==> src/cssb_pkg.sv <==
/*
  Shared constants, register layouts and types for the clock select and
  supply status register bank. Assumes a 40 MHz core clock.
*/
package cssb_pkg;

  // register port
  localparam int unsigned ADDR_W = 5;
  localparam logic [ADDR_W-1:0] CLK_CFG_ADDR = 5'h1d;
  localparam logic [ADDR_W-1:0] STATUS_ADDR = 5'h1e;
  localparam logic [7:0] CLK_CFG_RESET = 8'h00;
  localparam logic [7:0] STATUS_RESET = 8'h00;
  localparam logic [7:0] READ_IDLE = 8'h00;
  // bit 5 of the clock register is read-only
  localparam logic [7:0] CLK_CFG_WR_MASK = 8'hdf;

  // timing
  localparam int unsigned CORE_PERIOD_NS = 25;
  // no edge for this long marks a source missing
  localparam int unsigned MISS_TIME_NS = 1000;
  localparam int unsigned MISS_CYCLES = (MISS_TIME_NS + CORE_PERIOD_NS - 1) / CORE_PERIOD_NS;
  localparam int unsigned MISS_CNT_W = 8;
  localparam logic [MISS_CNT_W-1:0] MISS_LIMIT = MISS_CNT_W'(MISS_CYCLES);
  // fallback clock output half period, rounded down
  localparam int unsigned INT_HALF_NS = 135;
  localparam int unsigned INT_HALF_CYCLES = INT_HALF_NS / CORE_PERIOD_NS;
  localparam int unsigned INT_CNT_W = 4;
  localparam logic [INT_CNT_W-1:0] INT_LIMIT = INT_CNT_W'(INT_HALF_CYCLES - 1);
  // host settle time before reading the missing flag
  localparam int unsigned HOST_SETTLE_MS = 100;

  // divider codes and source edges per output half period
  localparam logic [1:0] DIV_FAST = 2'h0;
  localparam logic [1:0] DIV_MID = 2'h1;
  localparam int unsigned EDGE_CNT_W = 3;
  localparam logic [EDGE_CNT_W-1:0] EDGES_FAST = 3'h4;
  localparam logic [EDGE_CNT_W-1:0] EDGES_MID = 3'h2;
  localparam logic [EDGE_CNT_W-1:0] EDGES_SLOW = 3'h1;

  typedef enum logic [1:0] {
    SRC_INTERNAL,
    SRC_CRYSTAL,
    SRC_EXTERNAL
  } cssb_src_t;

  typedef struct packed {
    logic supply_warn_irq_en;
    logic pin_drive_override;
    logic external_clock_missing;
    logic clock_out_enable;
    logic [1:0] crystal_divider_select;
    logic external_clock_input_enable;
    logic crystal_osc_enable;
  } cssb_clk_cfg_t;

  typedef struct packed {
    logic thermal_off;
    logic thermal_warn;
    logic supply_uv;
    logic supply_warn;
  } cssb_flags_t;

  typedef struct packed {
    cssb_flags_t latched;
    cssb_flags_t live;
  } cssb_status_t;

  // analog comparator outputs, asynchronous to the core clock
  typedef struct packed {
    logic thermal_off_in;
    logic temp_above_warn;
    logic temp_below_release;
    logic supply_below_uv;
    logic supply_below_warn;
    logic supply_above_release;
  } cssb_sense_t;

endpackage

==> src/cssb_sync.sv <==
/*
  Two-flop synchroniser for a vector of asynchronous levels.
  Assumes each bit is an independent level; no bus coherence is given.
*/
`timescale 1ns/1ps
module cssb_sync #(
  parameter int unsigned W = 1
) (
  input wire logic clk,
  input wire logic rst_n,
  input wire logic ce,
  input wire logic [W-1:0] async_in,
  output logic [W-1:0] sync_out
);
  logic [W-1:0] meta_q;

  always_ff @(posedge clk or negedge rst_n) begin
    if (!rst_n) begin
      meta_q <= '0;
      sync_out <= '0;
    end else if (ce) begin
      meta_q <= async_in;
      sync_out <= meta_q;
    end
  end
endmodule

==> src/cssb_clk_mon.sv <==
/*
  Activity monitor for one sampled clock source: flags any edge and flags
  the source missing after LIMIT+1 cycles without an edge.
  Assumes level is already synchronised to clk.
*/
`timescale 1ns/1ps
module cssb_clk_mon #(
  parameter int unsigned CNT_W = 8,
  parameter logic [CNT_W-1:0] LIMIT = 8'h28
) (
  input wire logic clk,
  input wire logic rst_n,
  input wire logic ce,
  input wire logic enable,
  input wire logic level,
  output logic edge_seen,
  output logic missing
);
  logic prev_q;
  logic [CNT_W-1:0] cnt_q;

  assign edge_seen = level ^ prev_q;

  always_ff @(posedge clk or negedge rst_n) begin
    if (!rst_n) begin
      prev_q <= 1'b0;
      cnt_q <= '0;
      missing <= 1'b0;
    end else if (ce) begin
      prev_q <= level;
      if (!enable || edge_seen) begin
        cnt_q <= '0;
        missing <= 1'b0;
      end else if (cnt_q == LIMIT) begin
        missing <= 1'b1;
      end else begin
        cnt_q <= cnt_q + 1'b1;
      end
    end
  end
endmodule

==> src/cssb_top.sv <==
/*
  Clock source configuration and supply/thermal status registers, with
  clock source selection, clock output, line drive override and status
  interrupt. Assumes the serial register port is decoded into same-clock
  address and strobes; comparators, clock pins and line pins are async.
*/
`timescale 1ns/1ps
module cssb_top #(
  parameter int unsigned NUM_CH = 2
) (
  // clock and reset
  input wire logic CORE_CLK,
  input wire logic NRST,
  input wire logic CE,
  // register port
  input wire logic [cssb_pkg::ADDR_W-1:0] REG_ADDR,
  input wire logic REG_WR,
  input wire logic REG_RD,
  input wire logic [7:0] REG_WDATA,
  output logic [7:0] REG_RDATA,
  // clock sources
  input wire logic XTAL_CLK_IN,
  input wire logic CLOCK_INPUT_PIN,
  output logic CLOCK_OUTPUT_PIN,
  output cssb_pkg::cssb_src_t CORE_CLK_SEL,
  output logic XTAL_OSC_ON,
  // supply and thermal sensing
  input wire cssb_pkg::cssb_sense_t SENSE,
  output logic STATUS_IRQ,
  // line drive
  input wire logic [NUM_CH-1:0] TRANSMIT_PIN,
  input wire logic [NUM_CH-1:0] TRANSMIT_DRIVE_PIN,
  input wire logic [NUM_CH-1:0] TRANSMIT_SOFT_BIT,
  input wire logic [NUM_CH-1:0] TRANSMIT_DRIVE_SOFT_BIT,
  output logic [NUM_CH-1:0] LINE_TX,
  output logic [NUM_CH-1:0] LINE_TX_ENABLE
);
  import cssb_pkg::*;

  localparam int unsigned SYNC_W = $bits(cssb_sense_t) + 2 + 2 * NUM_CH;

  cssb_clk_cfg_t cfg_q;
  cssb_flags_t live_q;
  cssb_flags_t live_d;
  cssb_flags_t lat_q;
  cssb_flags_t lat_d;
  cssb_flags_t rise_w;
  cssb_src_t src_q;
  cssb_src_t src_req;
  logic miss_flag_q;
  logic irq_d;
  logic phase_q;
  logic [EDGE_CNT_W-1:0] edge_cnt_q;
  logic [INT_CNT_W-1:0] int_cnt_q;
  logic [SYNC_W-1:0] sync_w;
  cssb_sense_t sense_s;
  logic xtal_s;
  logic clock_input_pin_s;
  logic [NUM_CH-1:0] pin_tx_s;
  logic [NUM_CH-1:0] pin_transmit_drive_pin_s;
  logic xtal_edge;
  logic xtal_miss;
  logic ext_edge;
  logic ext_miss;

  // pin synchronisation
  cssb_sync #(
    .W(SYNC_W)
  ) u_sync (
    .clk(CORE_CLK),
    .rst_n(NRST),
    .ce(CE),
    .async_in({SENSE, XTAL_CLK_IN, CLOCK_INPUT_PIN, TRANSMIT_PIN, TRANSMIT_DRIVE_PIN}),
    .sync_out(sync_w)
  );
  assign {sense_s, xtal_s, clock_input_pin_s, pin_tx_s, pin_transmit_drive_pin_s} = sync_w;

  // keep watching the running source until the switch away is done
  wire xtal_watch = cfg_q.crystal_osc_enable || (src_q == SRC_CRYSTAL);
  wire ext_watch = cfg_q.external_clock_input_enable || (src_q == SRC_EXTERNAL);

  // source activity monitors
  cssb_clk_mon #(
    .CNT_W(MISS_CNT_W),
    .LIMIT(MISS_LIMIT)
  ) u_xtal_mon (
    .clk(CORE_CLK),
    .rst_n(NRST),
    .ce(CE),
    .enable(xtal_watch),
    .level(xtal_s),
    .edge_seen(xtal_edge),
    .missing(xtal_miss)
  );

  cssb_clk_mon #(
    .CNT_W(MISS_CNT_W),
    .LIMIT(MISS_LIMIT)
  ) u_ext_mon (
    .clk(CORE_CLK),
    .rst_n(NRST),
    .ce(CE),
    .enable(ext_watch),
    .level(clock_input_pin_s),
    .edge_seen(ext_edge),
    .missing(ext_miss)
  );

  // register decode
  wire cfg_write = REG_WR && (REG_ADDR == CLK_CFG_ADDR);
  wire status_read = REG_RD && (REG_ADDR == STATUS_ADDR);
  wire [7:0] cfg_read = {cfg_q[7:6], miss_flag_q, cfg_q[4:0]};
  wire [7:0] read_mux = (REG_ADDR == CLK_CFG_ADDR) ? cfg_read :
                        (REG_ADDR == STATUS_ADDR) ? {lat_q, live_q} : READ_IDLE;

  // source selection; both enables set is treated as neither
  wire want_xtal = cfg_q.crystal_osc_enable && !cfg_q.external_clock_input_enable;
  wire want_ext = cfg_q.external_clock_input_enable && !cfg_q.crystal_osc_enable;
  wire sel_miss_w = (want_xtal && xtal_miss) || (want_ext && ext_miss);
  wire cur_miss_w = ((src_q == SRC_CRYSTAL) && xtal_miss) ||
                    ((src_q == SRC_EXTERNAL) && ext_miss);
  assign src_req = sel_miss_w ? SRC_INTERNAL :
                   want_xtal ? SRC_CRYSTAL :
                   want_ext ? SRC_EXTERNAL : SRC_INTERNAL;
  // change only while output low, or when the old source is dead anyway
  wire switch_ok = !phase_q || cur_miss_w;
  wire src_change = (src_req != src_q) && switch_ok;

  // clock output divider
  wire int_tick = (int_cnt_q == INT_LIMIT);
  wire src_tick = (src_q == SRC_CRYSTAL) ? xtal_edge :
                  (src_q == SRC_EXTERNAL) ? ext_edge : int_tick;
  wire [EDGE_CNT_W-1:0] div_edges =
    (cfg_q.crystal_divider_select == DIV_FAST) ? EDGES_FAST :
    (cfg_q.crystal_divider_select == DIV_MID) ? EDGES_MID : EDGES_SLOW;
  wire [EDGE_CNT_W-1:0] edge_thresh = (src_q == SRC_INTERNAL) ? EDGES_SLOW : div_edges;
  wire [EDGE_CNT_W-1:0] edge_next = edge_cnt_q + 1'b1;
  wire half_done = src_tick && (edge_next >= edge_thresh);

  // live flags; the two warnings with hysteresis, the others follow their comparators
  wire thermal_warn_d = sense_s.temp_above_warn ? 1'b1 :
                        sense_s.temp_below_release ? 1'b0 : live_q.thermal_warn;
  wire supply_warn_d = sense_s.supply_below_warn ? 1'b1 :
                       sense_s.supply_above_release ? 1'b0 : live_q.supply_warn;
  assign live_d = '{
    thermal_off: sense_s.thermal_off_in,
    thermal_warn: thermal_warn_d,
    supply_uv: sense_s.supply_below_uv,
    supply_warn: supply_warn_d
  };

  // latched flags: set beats a clearing read
  assign rise_w = live_d & ~live_q;
  assign lat_d = (status_read ? cssb_flags_t'('0) : lat_q) | rise_w;
  assign irq_d = lat_d.thermal_off || lat_d.thermal_warn || lat_d.supply_uv ||
                 (lat_d.supply_warn && cfg_q.supply_warn_irq_en);

  // line drive selection
  wire [NUM_CH-1:0] tx_sel = cfg_q.pin_drive_override ? TRANSMIT_SOFT_BIT : pin_tx_s;
  wire [NUM_CH-1:0] transmit_drive_pin_sel = cfg_q.pin_drive_override ?
                               TRANSMIT_DRIVE_SOFT_BIT : pin_transmit_drive_pin_s;

  always_ff @(posedge CORE_CLK or negedge NRST) begin
    if (!NRST) begin
      cfg_q <= cssb_clk_cfg_t'(CLK_CFG_RESET);
      {lat_q, live_q} <= STATUS_RESET;
      miss_flag_q <= 1'b0;
      REG_RDATA <= READ_IDLE;
      STATUS_IRQ <= 1'b0;
    end else if (CE) begin
      if (cfg_write) begin
        cfg_q <= cssb_clk_cfg_t'(REG_WDATA & CLK_CFG_WR_MASK);
      end
      live_q <= live_d;
      lat_q <= lat_d;
      miss_flag_q <= sel_miss_w;
      if (REG_RD) begin
        REG_RDATA <= read_mux;
      end
      STATUS_IRQ <= irq_d;
    end
  end

  always_ff @(posedge CORE_CLK or negedge NRST) begin
    if (!NRST) begin
      src_q <= SRC_INTERNAL;
      phase_q <= 1'b0;
      edge_cnt_q <= '0;
      int_cnt_q <= '0;
      CLOCK_OUTPUT_PIN <= 1'b0;
    end else if (CE) begin
      int_cnt_q <= int_tick ? '0 : int_cnt_q + 1'b1;
      if (src_change) begin
        src_q <= src_req;
        phase_q <= 1'b0;
        edge_cnt_q <= '0;
      end else if (half_done) begin
        phase_q <= !phase_q;
        edge_cnt_q <= '0;
      end else if (src_tick) begin
        edge_cnt_q <= edge_next;
      end
      CLOCK_OUTPUT_PIN <= cfg_q.clock_out_enable && phase_q;
    end
  end

  always_ff @(posedge CORE_CLK or negedge NRST) begin
    if (!NRST) begin
      LINE_TX <= '0;
      LINE_TX_ENABLE <= '0;
    end else if (CE) begin
      LINE_TX <= tx_sel;
      LINE_TX_ENABLE <= transmit_drive_pin_sel;
    end
  end

  assign CORE_CLK_SEL = src_q;
  assign XTAL_OSC_ON = cfg_q.crystal_osc_enable;
endmodule

==> config.mk <==
export PLATFORM = sky130hd
export DESIGN_NAME = cssb_top
export DESIGN_NICKNAME = d
export VERILOG_FILES = /design/src/cssb_pkg.sv /design/src/cssb_sync.sv /design/src/cssb_clk_mon.sv /design/src/cssb_top.sv
export SDC_FILE = /design/constraint.sdc
export NUM_CORES = 1
export LEC_CHECK = 0
export BUFFER_PORTS_ARGS = -buffer_cell sky130_fd_sc_hd__buf_2
export CORE_MARGIN = 2
export CORE_UTILIZATION = 41
export DETAILED_ROUTE_END_ITERATION = 6
export GPL_ROUTABILITY_DRIVEN = 0
export PLACE_DENSITY_LB_ADDON = 0.25
export RECOVER_POWER = 25
export SETUP_SLACK_MARGIN = 0.2
export SLEW_MARGIN = 10
export SYNTH_ARGS = -nofsm -noshare
export SYNTH_HDL_FRONTEND = slang
export SYNTH_SLANG_ARGS = --single-unit
==> constraint.sdc <==
create_clock -name CORE_CLK -period 2.3 [get_ports CORE_CLK]
set_input_delay 0.115 -clock CORE_CLK [delete_from_list [all_inputs] [get_ports CORE_CLK]]
set_output_delay 0.115 -clock CORE_CLK [all_outputs]
set_load 0.02 [all_outputs]
==> run metrics, run 1 <==
status=complete, no violations; CTS tree=yes; commonest non-fill, non-tap cells in the layout=84 x dfrtp_1, 48 x buf_2, 32 x nand2_1; fmax=around 530 MHz; EDFF count, synth=0; Pre-antenna DRT Iters=4; clk_skew=11.1 ps; Antenna Nets Post-Route=0; final net count=471; register-to-register setup slack=roughly 400 ps; drt total wl=7.63 mm; insertion delay to the later sink of the worst-skew pair=360 ps; Antenna diodes=0; first-pass GRT wire length=between 10 and 15 mm; Cell Pwr Density=between 700 and 800 nW/um2; Ys Warns=0; vias in the first global route=2674; Avg Inst Size Synth=approximately 11 um2; worst-margin pin slew=1210 ps; worst setup margin=401 ps; Place WS=340 ps; IO Pins=51; largest net degree at the start of global routing=a little under 50; Post-route DRC=0; Yosys cell types=between 40 and 50; CP Class=reg -> reg; share of layout cells above drive strength 1=24.1%; worst min path class=in -> reg; Critical Path End Type=flop; area share of the largest cell type after synthesis=53.8%; initial cell density of the core=42.2%; CORE AREA=around 9200 um2; Layout area overhead=20.7%; commonest non-fill, non-tap cell in the layout=dfrtp_1; ordered list of cells on the worst path=nor3b_2, nor4_1, nor3_1, nand2_1, mux2_1; Final Hold Viols=0; worst rel slew slack=19.2%; leak pwr=0.00215 uW; CP Launch Type=flop; Worst EP required=2530 ps; WHS=17.7 ps; DR vias/cell=5.05; # rows=35; Synth area leaders=dfrtp_1 54%, mux2_2 7.8%, ha_1 3.2%; Slew Viols, Final=0; sequential fraction of the synthesis area=53.8%; Seq cells post-synth=84; worst-path fanout max=8; DP Wirelength=5.28 mm; total grt overflow=0; Die Ht=about 100 um; Synth area leader=dfrtp_1; final worst-path cycle share=82.6%; initial antenna violation count=0; clk slew on worst S/H paths=around 80 ps; Clock Sinks=84; 1st-iter DRT viols=65; WP data arrival=2130 ps; minimum clock period=1900 ps; Main synth FF type=dfrtp_1; fill count=871; CTS Root Cell=clkbuf_8; setup repair bufs after CTS=0; asr flop ratio synth=100%; global-route usage over all layers=16.3%; die area=10300 um2; Port Buf Inserts=49; Net Count, Synth=399; synthesized area=around 3900 um2; max-cap check violation count=0; # setup viols final=0; Peak VDD IR=361 uV; cell count after synthesis=approximately 360; Vias=2831; Slowest Stage Delay on Critical Path=480 ps; Tot Pwr=roughly 3600 uW; final core occ=51.0%; CTS Buffer Depth=2; cts bufs inserted=9; Die X=between 100 and 150 um; setup TNS=0 ps; htree depth=3; RSZ-0062 raised after global routing=no; slowest CP cell=dfrtp_1; Routed WL per cell=13.6 um
==> cells by family after synthesis <==
| family | share of synthesized area [%] |
|---|---|
| buffers and inverters | 3.30 |
| and+or+nand+nor | 13.7 |
| AOI/OAI and AO/OA | 11.6 |
| adders and majority gates | 3.21 |
| muxes | 11.7 |
| xor gates and xnor gates | 2.69 |
| DFF | 53.8 |
==> registers in the layout, indices dropped and copies added, names as in the netlist, 2 cells and up <==
register,cells
CORE_CLK_SEL,2
LINE_TX,2
LINE_TX_ENABLE,2
REG_RDATA,8
cfg_q,6
edge_cnt_q,3
int_cnt_q,4
lat_q,4
live_q,4
u_ext_mon.cnt_q,8
u_sync.meta_q,12
u_sync.sync_out,12
u_xtal_mon.cnt_q,8
==> final cells by class <==
type / instances / area (um2) / area share [%]
flip-flops and latches: 84 / 2100 / 44.6
multi-input cells: 239 / 1680 / 35.7
inverters: 18 / 67.6 / 1.43
clock buffers: 10 / 128 / 2.71
well taps: 129 / 161 / 3.43
clock inverters: 6 / 71.3 / 1.51
repair buffers: 75 / 500 / 10.6
==> path summary, 6_finish.rpt <==
kind,to,cells past startpoint,from
min,u_sync.meta_q[8],2,SENSE[2]
max reg2reg,CORE_CLK_SEL[0],5,cfg_q[1]
max in group asynchronous,u_xtal_mon.cnt_q[0],3,NRST
min reg2reg,REG_RDATA[0],2,REG_RDATA[0]
min in group asynchronous,u_ext_mon.cnt_q[0],2,NRST
max,CORE_CLK_SEL[0],5,cfg_q[1]
==> synthesized netlist by cell type, types with 3 or more instances <==
cell / n
inv_1: 17
a31oi_1: 3
nor2_1: 27
mux2_2: 27
and3_1: 4
a21oi_1: 8
nor2b_1: 7
o21ai_0: 24
or3_1: 3
nor3_1: 5
a22o_1: 4
mux2i_1: 5
nor3b_2: 3
xnor2_1: 3
nand3_1: 9
nand4_1: 6
dfrtp_1: 84
mux2_1: 9
nand2_1: 32
xor2_1: 9
clkbuf_1: 8
ha_1: 10
a22oi_1: 9
o31ai_1: 6
buf_1: 4
==> timing repair <==
action	4_1_cts	5_1_grt
hold buffers	19	0
setup endpoints to repair	0	5
endpoints found under the hold margin	65	0
gates resized for setup	0	2
==> critical path, delay by kind of cell, from the launching register on <==
kind             cells  cell delay [ps]
multiplexers         1              330
flip-flops           1              480
AND/OR/NAND/NOR      4              970
==> metal layers <==
layer,up-vias,GRT usage (%),wire (um)
li1,1411,-,-
met1,1374,23.0,3780
met2,34,24.7,3520
met3,12,2.69,172
met4,0,7.28,159
met5,-,0,0
==> power breakdown <==
group / internal [uW] / switching (uW)
Clock: 514 / 550
Sequential: 1660 / 155
Combinational: 335 / 403
==> per-stage QoR <==
stage	cell area, um2	std cells
after global placement	4320	526
after global routing	4710	561
after CTS	4710	561
after floorplan	3900	355
final	4710	561
after detailed placement	4320	526
No activity file was read; power rests on OpenSTA's default activity.
==> run 2, diff against run 1 <==
clock period = 1.98 ns   (was 2.3 ns; I/O delays follow)
==> run metrics, run 2 (synthesis results as in run 1) <==
status=complete, no violations; commonest non-fill, non-tap cell in the layout=dfrtp_1; final net count=483 (+2.5%); largest net degree at the start of global routing=85 (+73%); Slew Viols, Final=0 (unchanged); CTS Buffer Depth=2 (unchanged); # rows=35 (unchanged); Port Buf Inserts=49 (unchanged); drt total wl=8.07 mm (+5.8%); Die X=102 um (unchanged); Critical Path End Type=flop; initial cell density of the core=42.2% (unchanged); Clock Sinks=84 (unchanged); htree depth=3 (unchanged); WHS=30.5 ps (+12.9 ps); worst-path fanout max=6 (-2); WP data arrival=2100 ps (-30 ps); Routed WL per cell=14.1 um (+3.6%); Die Ht=102 um (unchanged); max-cap check violation count=0 (unchanged); Pre-antenna DRT Iters=4 (unchanged); die area=10300 um2 (unchanged); DP Wirelength=5.30 mm (+0.27%); Antenna Nets Post-Route=0 (unchanged); Cell Pwr Density=932 nW/um2 (+21%); worst-margin pin slew=1150 ps (-66.7 ps); Peak VDD IR=401 uV (+11%); commonest non-fill, non-tap cells in the layout=80 x dfrtp_1, 48 x buf_2, 31 x nand2_1; minimum clock period=1850 ps (-49.3 ps); Final Hold Viols=0 (unchanged); CTS tree=yes; Worst EP required=2230 ps (-300 ps); RSZ-0062 raised after global routing=yes; setup TNS=0 ps (unchanged); # setup viols final=0 (unchanged); Layout area overhead=27.0%; CORE AREA=9240 um2 (unchanged); worst rel slew slack=23.6% (+4.4 points); leak pwr=0.00225 uW (+4.5%); CP Class=reg -> reg; global-route usage over all layers=16.4% (+0.11 points); total grt overflow=0 (unchanged); DR vias/cell=5.04 (-0.16%); Largest regs=u_sync.meta_q x12, u_sync.sync_out x12; post-place instance area=4350 um2 (+0.72%); clk_skew=11.9 ps (+0.784 ps); 1st-iter DRT viols=97 (+49%); Antenna diodes=0 (unchanged); insertion delay to the later sink of the worst-skew pair=360 ps (about the same); CTS Root Cell=clkbuf_8; finished layout cell area=4960 um2 (+5.2%); Vias=2887 (+2.0%); first-pass GRT wire length=13.3 mm (+0.94%); worst min path class=in -> reg; final worst-path cycle share=93.4% (+11 points); fmax=540 MHz (+2.7%); initial antenna violation count=0 (unchanged); fill count=833 (-4.4%); Post-route DRC=0 (unchanged); CP Launch Type=flop; share of layout cells above drive strength 1=30.9% (+6.8 points); final core occ=53.6% (+2.7 points); vias in the first global route=2819 (+5.4%); IO Pins=51 (unchanged); cts bufs inserted=9 (unchanged); Tot Pwr=4620 uW (+28%); clk slew on worst S/H paths=100 ps (+20 ps)
-- run 2: cell type report --
cell class              count  area, um2  share of cell area [%]
flip-flops and latches     84       2110                    42.5
clock inverters             7       95.1                    1.92
inverters                  18       67.6                    1.36
multi-input cells         239       1810                    36.4
repair buffers             87        596                    12.0
clock buffers               9        124                    2.50
well taps                 129        161                    3.26
-- run 2: worst paths after layout --
kind / start / end / slack, ps / cells past startpoint
setup / recovery: CORE_CLK_SEL[1] / edge_cnt_q[0] / 130 / 5
hold / removal: TRANSMIT_DRIVE_SOFT_BIT[1] / LINE_TX_ENABLE[1] / 30 / 3
setup reg to reg: CORE_CLK_SEL[1] / edge_cnt_q[0] / 130 / 5
hold reg to reg: REG_RDATA[2] / REG_RDATA[2] / 480 / 2
max in group asynchronous: NRST / cfg_q[1] / 560 / 3
min in group asynchronous: NRST / u_xtal_mon.missing / 620 / 3
-- run 2: metal layers --
layer / part of all wire, % / wire length (um) / track usage (%) / vias up
li1: - / - / - / 1424
met1: 48 / 3870 / 23.3 / 1395
met2: 47 / 3830 / 24.9 / 55
met3: 2.8 / 228 / 2.55 / 13
met4: 1.7 / 141 / 7.17 / 0
met5: 0 / 0 / 0 / -
-- run 2: what timing repair did --
item / 4_1_cts / 5_1_grt
hold endpoints to repair: 103 / 0
hold buffers: 20 / 0
gates resized for setup: 17 / 8
buffers inserted: 5 / 4
pin swaps: 2 / 2
endpoints found under the setup margin: 9 / 10
-- run 2: report_power, final --
part,switching (uW),internal (uW)
Combinational,592,578
Clock,709,619
Sequential,192,1930
-- run 2: worst max-delay path, stage by stage, from the launching register on --
cell	delay [ps]
dfrtp_2	450
and2b_2	300
a22o_1	230
or3_4	340
and4_4	170
mux2_2	260
-- run 2: stage by stage --
step           setup WS [ps]  cells
2_1_floorplan            193    355
3_3_place_gp             150    528
3_5_place_dp            89.9    528
4_1_cts                  157    569
5_1_grt                 74.2    573
6_report                 130    573
